--- config.mk ---
export PLATFORM = sky130hd
export DESIGN_NAME = sfbx_exec
export DESIGN_NICKNAME = d
export VERILOG_FILES = /design/src/sfbx_pkg.sv /design/src/sfbx_cond.sv /design/src/sfbx_exec.sv
export SDC_FILE = /design/constraint.sdc
export NUM_CORES = 1
export LEC_CHECK = 0
export BUFFER_PORTS_ARGS = -buffer_cell sky130_fd_sc_hd__clkbuf_2
export CAP_MARGIN = 20
export CORE_MARGIN = 5
export CORE_UTILIZATION = 38
export CTS_BUF_LIST = sky130_fd_sc_hd__clkbuf_2 sky130_fd_sc_hd__clkbuf_4 sky130_fd_sc_hd__clkbuf_8
export DETAILED_ROUTE_END_ITERATION = 16
export SYNTH_ARGS = -nofsm -noshare
export SYNTH_HDL_FRONTEND = slang
export SYNTH_HIERARCHICAL = 1
export SYNTH_SLANG_ARGS = --single-unit
--- constraint.sdc ---
create_clock -name clk_in -period 1.95 [get_ports clk_in]
set_clock_uncertainty 0.2 [all_clocks]
set_input_delay 0.39 -clock clk_in [delete_from_list [all_inputs] [get_ports clk_in]]
set_output_delay 0.39 -clock clk_in [all_outputs]
set_load 0.05 [all_outputs]
--- src/sfbx_pkg.sv ---
package sfbx_pkg;
  // instruction kinds presented to the unit
  typedef enum logic [2:0] {
    SFBX_OP_NONE = 3'h0,
    SFBX_OP_SKIP_REG_BIT_CLEAR = 3'h1,
    SFBX_OP_SKIP_REG_BIT_SET = 3'h2,
    SFBX_OP_SKIP_IO_BIT_CLEAR = 3'h3,
    SFBX_OP_SKIP_IO_BIT_SET = 3'h4,
    SFBX_OP_BRANCH_FLAG_SET = 3'h5,
    SFBX_OP_BRANCH_FLAG_CLEAR = 3'h6
  } sfbx_op_e;

  typedef enum logic [1:0] {
    SFBX_ST_IDLE = 2'h0,
    SFBX_ST_WAIT1 = 2'h1,
    SFBX_ST_WAIT2 = 2'h2
  } sfbx_state_e;

  localparam int SFBX_PC_W = 22;
  localparam logic [21:0] SFBX_PC_RESET = 22'h000000;
  localparam logic [21:0] SFBX_STEP_ONE = 22'h000001;
  localparam logic [21:0] SFBX_STEP_SKIP1 = 22'h000002;
  localparam logic [21:0] SFBX_STEP_SKIP2 = 22'h000003;
  localparam logic [1:0] SFBX_EXTRA_NONE = 2'h0;
  localparam logic [1:0] SFBX_EXTRA_ONE = 2'h1;
  localparam logic [1:0] SFBX_EXTRA_TWO = 2'h2;
  localparam logic [7:0] SFBX_FLAGS_RESET = 8'h00;
endpackage

--- src/sfbx_cond.sv ---
`timescale 1ns/1ps
`default_nettype none
// combinational condition test: picks one bit and compares it
module sfbx_cond
  import sfbx_pkg::*;
(
  // operand
  input wire logic [7:0] value_in,
  input wire logic [2:0] bit_sel_in,
  input wire logic want_set_in,
  // result
  output logic hit_out
);
  always_comb begin
    hit_out = (value_in[bit_sel_in] == want_set_in);
  end
endmodule
`default_nettype wire

--- src/sfbx_exec.sv ---
`timescale 1ns/1ps
`default_nettype none
// Function
// - register bit clear skips next instruction
// - register bit set skips next instruction
// - io bit clear skips next instruction
// - io bit set skips next instruction
// - flag set branches to pc plus k plus one
// - flag clear branches to pc plus k plus one
module sfbx_exec
  import sfbx_pkg::*;
(
  // clock and reset
  input wire logic clk_in,
  input wire logic resetn_in,
  // instruction issue
  input wire logic issue_in,
  input wire logic [2:0] op_in,
  input wire logic [2:0] bit_sel_in,
  input wire logic [6:0] offset_k_in,
  input wire logic next_is_two_word_in,
  input wire logic [21:0] pc_in,
  // operands
  input wire logic [7:0] source_work_reg_in,
  input wire logic [7:0] io_reg_in,
  input wire logic [7:0] status_flags_in,
  // results
  output logic busy_out,
  output logic done_out,
  output logic pc_load_out,
  output logic [21:0] pc_new_out,
  output logic taken_out,
  output logic [7:0] status_flags_out
);
  // ----------------------------------------------------------------
  // condition select
  // ----------------------------------------------------------------
  logic [7:0] operand;
  logic want_set;
  logic is_skip;
  logic is_branch;
  logic hit;

  always_comb begin
    operand = source_work_reg_in;
    want_set = 1'b0;
    is_skip = 1'b0;
    is_branch = 1'b0;
    unique case (op_in)
      SFBX_OP_SKIP_REG_BIT_CLEAR: begin
        is_skip = 1'b1;
      end
      SFBX_OP_SKIP_REG_BIT_SET: begin
        is_skip = 1'b1;
        want_set = 1'b1;
      end
      SFBX_OP_SKIP_IO_BIT_CLEAR: begin
        is_skip = 1'b1;
        operand = io_reg_in;
      end
      SFBX_OP_SKIP_IO_BIT_SET: begin
        is_skip = 1'b1;
        operand = io_reg_in;
        want_set = 1'b1;
      end
      SFBX_OP_BRANCH_FLAG_SET: begin
        is_branch = 1'b1;
        operand = status_flags_in;
        want_set = 1'b1;
      end
      SFBX_OP_BRANCH_FLAG_CLEAR: begin
        is_branch = 1'b1;
        operand = status_flags_in;
      end
      default: begin
        // unused op codes execute as nothing
      end
    endcase
  end

  sfbx_cond u_cond (
    .value_in(operand),
    .bit_sel_in(bit_sel_in),
    .want_set_in(want_set),
    .hit_out(hit)
  );

  // ----------------------------------------------------------------
  // sequencing
  // ----------------------------------------------------------------
  sfbx_state_e state, next_state;
  logic [21:0] pc_hold, next_pc_hold;
  logic [21:0] offset_ext;
  logic [21:0] target;
  logic accept;

  // a request while busy, or with an unused op code, is dropped without any
  // sign at the ports; the issuing side waits for done before the next one
  assign accept = issue_in && (state == SFBX_ST_IDLE) && (is_skip || is_branch);
  // k is a signed word offset, sign-extended to the counter width
  assign offset_ext = {{15{offset_k_in[6]}}, offset_k_in};

  // skips and taken branches park their target in pc_hold; a skip over a
  // two-word instruction passes through WAIT1 for its second cycle
  always_comb begin
    next_state = state;
    next_pc_hold = pc_hold;
    target = pc_in + SFBX_STEP_ONE;
    if (accept && hit) begin
      if (is_branch) begin
        target = pc_in + offset_ext + SFBX_STEP_ONE;
        next_state = SFBX_ST_WAIT2;
      end else if (next_is_two_word_in) begin
        target = pc_in + SFBX_STEP_SKIP2;
        next_state = SFBX_ST_WAIT1;
      end else begin
        target = pc_in + SFBX_STEP_SKIP1;
        next_state = SFBX_ST_WAIT2;
      end
    end
    if (accept) begin
      next_pc_hold = target;
    end
    unique case (state)
      SFBX_ST_IDLE: begin
      end
      SFBX_ST_WAIT1: begin
        next_state = SFBX_ST_WAIT2;
      end
      SFBX_ST_WAIT2: begin
        next_state = SFBX_ST_IDLE;
      end
      default: begin
        // an upset state code falls back to idle rather than locking up
        next_state = SFBX_ST_IDLE;
      end
    endcase
  end

  always_ff @(posedge clk_in or negedge resetn_in) begin
    if (!resetn_in) begin
      state <= SFBX_ST_IDLE;
      pc_hold <= SFBX_PC_RESET;
    end else begin
      state <= next_state;
      pc_hold <= next_pc_hold;
    end
  end

  // ----------------------------------------------------------------
  // result registers
  // ----------------------------------------------------------------
  logic done, next_done;
  logic pc_load, next_pc_load;
  logic taken, next_taken;
  logic [21:0] pc_new, next_pc_new;

  // the new pc is published in the last cycle of the instruction so the
  // fetch side sees one load per instruction whatever its length
  always_comb begin
    next_done = 1'b0;
    next_pc_load = 1'b0;
    next_taken = taken;
    next_pc_new = pc_new;
    if (accept) begin
      next_taken = hit;
      if (!hit) begin
        next_done = 1'b1;
        next_pc_load = 1'b1;
        next_pc_new = target;
      end
    end else if (state == SFBX_ST_WAIT2) begin
      next_done = 1'b1;
      next_pc_load = 1'b1;
      next_pc_new = pc_hold;
    end
  end

  always_ff @(posedge clk_in or negedge resetn_in) begin
    if (!resetn_in) begin
      done <= 1'b0;
      pc_load <= 1'b0;
      taken <= 1'b0;
      pc_new <= SFBX_PC_RESET;
    end else begin
      done <= next_done;
      pc_load <= next_pc_load;
      taken <= next_taken;
      pc_new <= next_pc_new;
    end
  end

  // ----------------------------------------------------------------
  // flag copy
  // ----------------------------------------------------------------
  logic [7:0] flags_kept, next_flags_kept;

  // none of these instructions writes a flag; the copy is registered so the
  // flags leave the unit from a flip-flop like every other result except busy_out, which is decoded from state
  always_comb begin
    next_flags_kept = status_flags_in;
  end

  always_ff @(posedge clk_in or negedge resetn_in) begin
    if (!resetn_in) begin
      flags_kept <= SFBX_FLAGS_RESET;
    end else begin
      flags_kept <= next_flags_kept;
    end
  end

  // ----------------------------------------------------------------
  // outputs
  // ----------------------------------------------------------------
  assign busy_out = (state != SFBX_ST_IDLE);
  assign done_out = done;
  assign pc_load_out = pc_load;
  assign pc_new_out = pc_new;
  assign taken_out = taken;
  assign status_flags_out = flags_kept;
endmodule
`default_nettype wire

After elaboration in Yosys (flattened, before gate mapping)
Index checks and enable logic that the tools add are counted.
- multiplexer cells: 19
- reduce and logical (&&, ||, !) cells: 12
- eq/ne operators: 11
- add/sub/neg operators: 5
- order comparisons: 1
- operator list (kind ; number):
    two-way mux 22 bit ; 6
    adder 22 x 1 -> 22 bit (second input constant) ; 2
    adder 22 x 2 -> 22 bit (second input constant) ; 2
    adder 22 bit ; 1
    case mux 8 bit (2 select lines) ; 1
    == test 3 bit (second input constant) ; 3
    two-way mux 1 bit ; 7
    == test 3 x 2 -> 1 bit (second input constant) ; 2
    two-way mux 2 bit ; 3
    < comparator 3 x 4 -> 1 bit (second input constant) ; 1
    case mux 2 bit (2 select lines) ; 1
    nonzero test 2 bit ; 2
    OR reduction 2 bit ; 2
    OR reduction 4 bit ; 1
    binary-select mux 1 bit (select 3 bit) ; 1
    == test 3 x 1 -> 1 bit (second input constant) ; 1
    logical AND 1 bit ; 3
    OR reduction 3 bit ; 1
    == test 2 x 1 -> 1 bit (second input constant) ; 1
    == test 2 bit (second input constant) ; 1
    logical NOT 2 bit ; 1
    inequality test 2 x 1 -> 1 bit (second input constant) ; 1
    inequality test 2 bit (second input constant) ; 1
    AND reduction 2 bit ; 1
    2 further kinds ; 2
- output and inout port bits: 34
- logic and storage cells: 54
- register bits after elaboration: 56

Depth between registers and ports, before layout
- depth in word-level cells: 10
- gate-level depth with buffers: 16
- mapped depth without buffers: 13

Hierarchy
The synthesis kept the hierarchy.
- by module, submodules not included (module ; cells each ; sequential area each (um2) ; times used ; area an instance (um2)):
    sfbx_exec ; 549 ; 1401.3 ; 1 ; 4624.4
    sfbx_cond ; 7 ; 0.0 ; 1 ; 76.3

Worst setup path before layout
OpenSTA, ideal clock, no wires.
- path kind: in2reg
- start: input port op_in[1]
- end: register pc_new[16], in the netlist pc_new_out[16]
- slack: -1.845 ns
- data required time: 1.672 ns
- stages: 16
- arrival: 3.517 ns
- path through: buf_1 > clkbuf_1 > mux2i_1 > nand2_1 > o211ai_1 > o21ai_0 > mux2i_1 > mux4_2 > xor2_1 > clkbuf_1 > clkbuf_1 > nor2_1 > nand2_1 > a211oi_2 > a211oi_1 > a21oi_1
- cells in the longest elaborated chain, start to end: 10
- RTL lines (element ; line ; text):
    start: declaration ; sfbx_exec.sv:18 ; input wire logic [2:0] op_in,
    == test 3 bit / == test 3 x 2 -> 1 bit (equally long branches) ; sfbx_exec.sv:49 ; unique case (op_in)
    OR reduction 2 bit (no source line) ; n/a ;
    case mux 8 bit (2 select lines) (*) ; sfbx_exec.sv:49 ;
    net operand[7] ; sfbx_exec.sv:38 ; logic [7:0] operand;
    binary-select mux 1 bit (select 3 bit) (*) ; sfbx_cond.sv:15 ; hit_out = (value_in[bit_sel_in] == want_set_in);
    two-way mux 1 bit (implied by the code) (*) ; sfbx_cond.sv:15 ;
    == test 1 bit (*) ; sfbx_cond.sv:15 ;
    net hit ; sfbx_exec.sv:42 ; logic hit;
    logical AND 1 bit ; sfbx_exec.sv:109 ; if (accept && hit) begin
    two-way mux 22 bit ; sfbx_exec.sv:109 ;
    two-way mux 22 bit ; sfbx_exec.sv:167 ; if (!hit) begin
    two-way mux 22 bit ; sfbx_exec.sv:165 ; if (accept) begin
    end signal: assignment ; sfbx_exec.sv:189 ; pc_new <= next_pc_new;
    end: declaration ; sfbx_exec.sv:156 ; logic [21:0] pc_new, next_pc_new;
The timed path passes the listed nets; every way through them passes the cells marked *. The select of a mux whose other input is x is not followed.
A chain may end at the register's enable or synchronous reset.

Worst setup path in the final report
- start: input port op_in[1]
- end: register pc_new[4], in the netlist pc_new_out[4]
- cells in the longest elaborated chain, start to end: 10
- RTL lines (element ; line):
    == test 3 bit / == test 3 x 2 -> 1 bit (equally long branches) ; sfbx_exec.sv:49
    OR reduction 2 bit (no source line) ; n/a
    case mux 8 bit (2 select lines) (*) ; sfbx_exec.sv:49
    net operand[5] ; sfbx_exec.sv:38
    binary-select mux 1 bit (select 3 bit) (*) ; sfbx_cond.sv:15
    two-way mux 1 bit (implied by the code) (*) ; sfbx_cond.sv:15
    == test 1 bit (*) ; sfbx_cond.sv:15
    net hit ; sfbx_exec.sv:42
    logical AND 1 bit (*) ; sfbx_exec.sv:109
    two-way mux 22 bit (*) ; sfbx_exec.sv:109
    two-way mux 22 bit (*) ; sfbx_exec.sv:167
    two-way mux 22 bit (*) ; sfbx_exec.sv:165
    net next_pc_new[4] ; sfbx_exec.sv:156
Marked as above.

==> flow_summary_export.csv <==
group,metric,value,unit
outcome,status,"finished with violations",
outcome,failed_checks,"negative setup slack",
clock_network,cts.sinks,56,
routing,avgRoutedWirePerCell,16.3,um
clock_network,cts_tree,"done",
critical_path,crit_type,"in2reg",
clock_network,cts_buffer_depth,2,
final_layout,num_antenna_cells,0,
final_layout,final_util,60.6,%
synthesis,syn_inst,556,
synthesis,syn-num-nets,645,
floorplan,row_count,40,
timing,setup_viol_count_final,48,
global_route,grt_remaining_overflow,0,
final_layout,stdcell_count,972,
synthesis,yosysSeqAreaShare,29.8,%
timing,period_share,153,%
floorplan,dieArea,14700,um2
final_layout,nets,892,
pwr,peakVddDrop,0.485,mV
global_route,grt_pass1_vias,5490,
final_layout,final_common_cell,"buf_4",
timing,rsz0062_at_grt,"true",
synthesis,yosys.cell_types.count,61,
final_layout,fill_cells,1055,
routing,drc,0,
critical_path,crit_arrival,3.00,ns
global_route,use_met3,4.29,%
placement,dpl_cell_area,6630,um2
timing,maxSlewViolCount,0,
critical_path,cp-end-kind,"flop",
synthesis,synth_top_area_share,29.8,%
timing,fin_crit,2.99,ns
floorplan,pin_count,97,
floorplan,fp.dieH,121,um
synthesis,synth_edf_count,0,
timing,setup_ws,-1.04,ns
timing,maxSlewHeadroom,68.6,%
synthesis,synth_largest_area_cell,"dfrtp_1",
timing,fin_hold_ws,0.0136,ns
routing,drtAntennaViolNets,0,
global_route,use_met1,24.7,%
floorplan,die_x,121,um
final_layout,final_area,7310,um2
routing,drt_iter0_markers,307,
synthesis,ys.flop_type,"dfrtp_1",
routing,dr.pass1.iters,5,
timing,max_clock_freq,0.335,GHz
clock_network,cts-root-buf,"clkbuf_8",
timing,tightest_slew,0.458,ns
critical_path,cp_max_fo,7,
clock_network,clk_latency,0.32,ns
synthesis,synthTopCellsByArea,"dfrtp_1 30%, ha_1 6.7%, a21oi_1 4.7%",
clock_network,cts_inserted_buffers,5,
routing,drt-total-wl,15900,um
placement,place.gp.congestion,0.878,
final_layout,layout-area-overhead-vs-synth,55.5,%
pwr,power_density,881,nW/um2
final_layout,drive_above_1_share,45.4,%
floorplan,core,12100,um2
global_route,grt_max_degree,57,
run,drv_cap,0,
critical_path,critical_path.startpoint_type,"primary input",
synthesis,async_reset_ff_share,100,%
clock_network,cts_max_level,2,
routing,via_count,5261,
global_route,antenna_found_initial,0,
final_layout,most-common-layout-cells,"149 x buf_4, 95 x clkbuf_2, 56 x dfrtp_1, 47 x nand2_1, 39 x a21oi_1",
pwr,p_leak,3.41,nW
synthesis,ys_warn_count,6,
global_route,top_usage_layer,"met2",
global_route,use_met2,38.5,%
floorplan,start_util,39.0,%
synthesis,synth.avg_cell_area,8.45,um2
critical_path,crit_required,1.97,ns
final_layout,multi_input_area,3500,um2
synthesis,ys_seq_elements,56,
global_route,grt_pass1_wl,25800,um
synthesis,syn_area,4700,um2
final_layout,seq_area,1400,um2
min_path,min_path_type,"in2reg",
routing,routed_via_density,5.41,
clock_network,path_clk_slew,0.11,ns
placement,dp.final_hpwl,12300,um
timing,hold_viol,0,
placement,place_inst,945,
global_route,grt_use_total,21.4,%
placement,portBuffers,96,
==> metal layers <==
metal	wire length (um)	up-vias
li1	-	2578
met1	6320	2487
met2	8090	149
met3	787	47
met4	682	0
met5	0	-
==> Yosys cell counts, types with 3 or more instances <==
library cell,n
dfrtp_1,56
nand2_1,56
a21oi_1,44
nor2_1,42
o21ai_0,36
ha_1,25
xnor2_1,24
clkbuf_1,21
mux2i_1,21
nand3_1,20
xor2_1,19
mux2_2,17
nor3_1,12
inv_1,11
o211ai_1,10
a211oi_1,9
a21o_1,9
a22oi_1,9
a31oi_1,9
buf_2,7
nand4_1,7
o22ai_1,7
and3_1,6
o221ai_1,6
o31ai_1,6
or3_1,6
o21ai_1,5
and2_1,4
nor2b_1,4
o21a_1,4
nand2b_1,3
o2111ai_1,3
==> report_power, final <==
part	switching (mW)	total [mW]	internal, mW
sequential	0.220	1.81	1.59
clock	0.414	0.686	0.271
combinational	2.34	3.94	1.60
total	2.98	6.44	3.46
==> registers in the layout, indices dropped and copies added, names as in the netlist <==
name,count
pc_hold,22
pc_new_out,22
status_flags_out,8
state,2
pc_load_out,1
taken_out,1
==> per-stage QoR <==
step	setup TNS [ns]	setup slack [ns]	total power, mW
after floorplan	-41.08	-1.05	4.03
after global placement	-52.17	-1.27	5.20
after detailed placement	-56.91	-1.39	5.26
after CTS	-39.75	-0.998	6.30
after global routing	-42.70	-1.09	6.83
final	-39.61	-1.04	6.44
==> worst max-delay path, cell delays in order <==
cell       delay (ns)
clkbuf_16        0.14
buf_12           0.13
mux2_4           0.19
o211ai_1         0.08
o21ai_1          0.14
mux2i_1          0.10
mux4_2           0.53
xor2_4           0.20
buf_12           0.17
a31oi_4          0.16
a31oi_1          0.07
o22ai_1          0.19
a211oi_2         0.07
a21o_1           0.17
mux2_4           0.25
==> cell type report <==
type	instances	area share, %
clock buffers	6	1.04
well taps	168	2.88
flip-flops and latches	56	19.2
repair buffers	272	28.3
clock inverters	2	0.223
inverters	11	0.565
multi-input cells	457	47.8
==> repair_timing <==
| item | CTS | global route |
|---|---|---|
| gates resized for setup | 61 | 26 |
| endpoints found under the setup margin | 48 | 49 |
| pin swaps | 16 | 14 |
| hold buffers | 1 | 2 |
| buffers inserted | 6 | 4 |
| gates cloned | 5 | 2 |
| hold endpoints to repair | 56 | 2 |
==> cells by family (layout without fill, tap and decap cells) <==
logic type,count (synthesis),in the layout,share of synthesized area (%)
buffers and inverters,43,291,3.73
flip-flops,56,56,29.8
multiplexers,39,39,9.02
adder cells (fa/ha/maj),26,26,7.08
XOR/XNOR,43,43,8.01
AND/OR/NAND/NOR,173,173,17.9
AO/OA/AOI/OAI,176,176,24.5
==> path summary, 6_finish.rpt <==
check                                        start             endpoint  slack (ns)  cells past startpoint
worst max-delay path                      op_in[1]        pc_new_out[4]       -1.04                     15
worst max register to register            state[1]       pc_new_out[16]       -0.14                      7
worst min register to register          pc_hold[2]           pc_hold[2]        0.28                      2
min in group asynchronous                resetn_in          pc_hold[20]        0.37                      3
max in group asynchronous                resetn_in           pc_hold[1]        0.88                      3
worst min-delay path            status_flags_in[4]  status_flags_out[4]        0.01                      1
No activity file was read; power rests on OpenSTA's default activity.
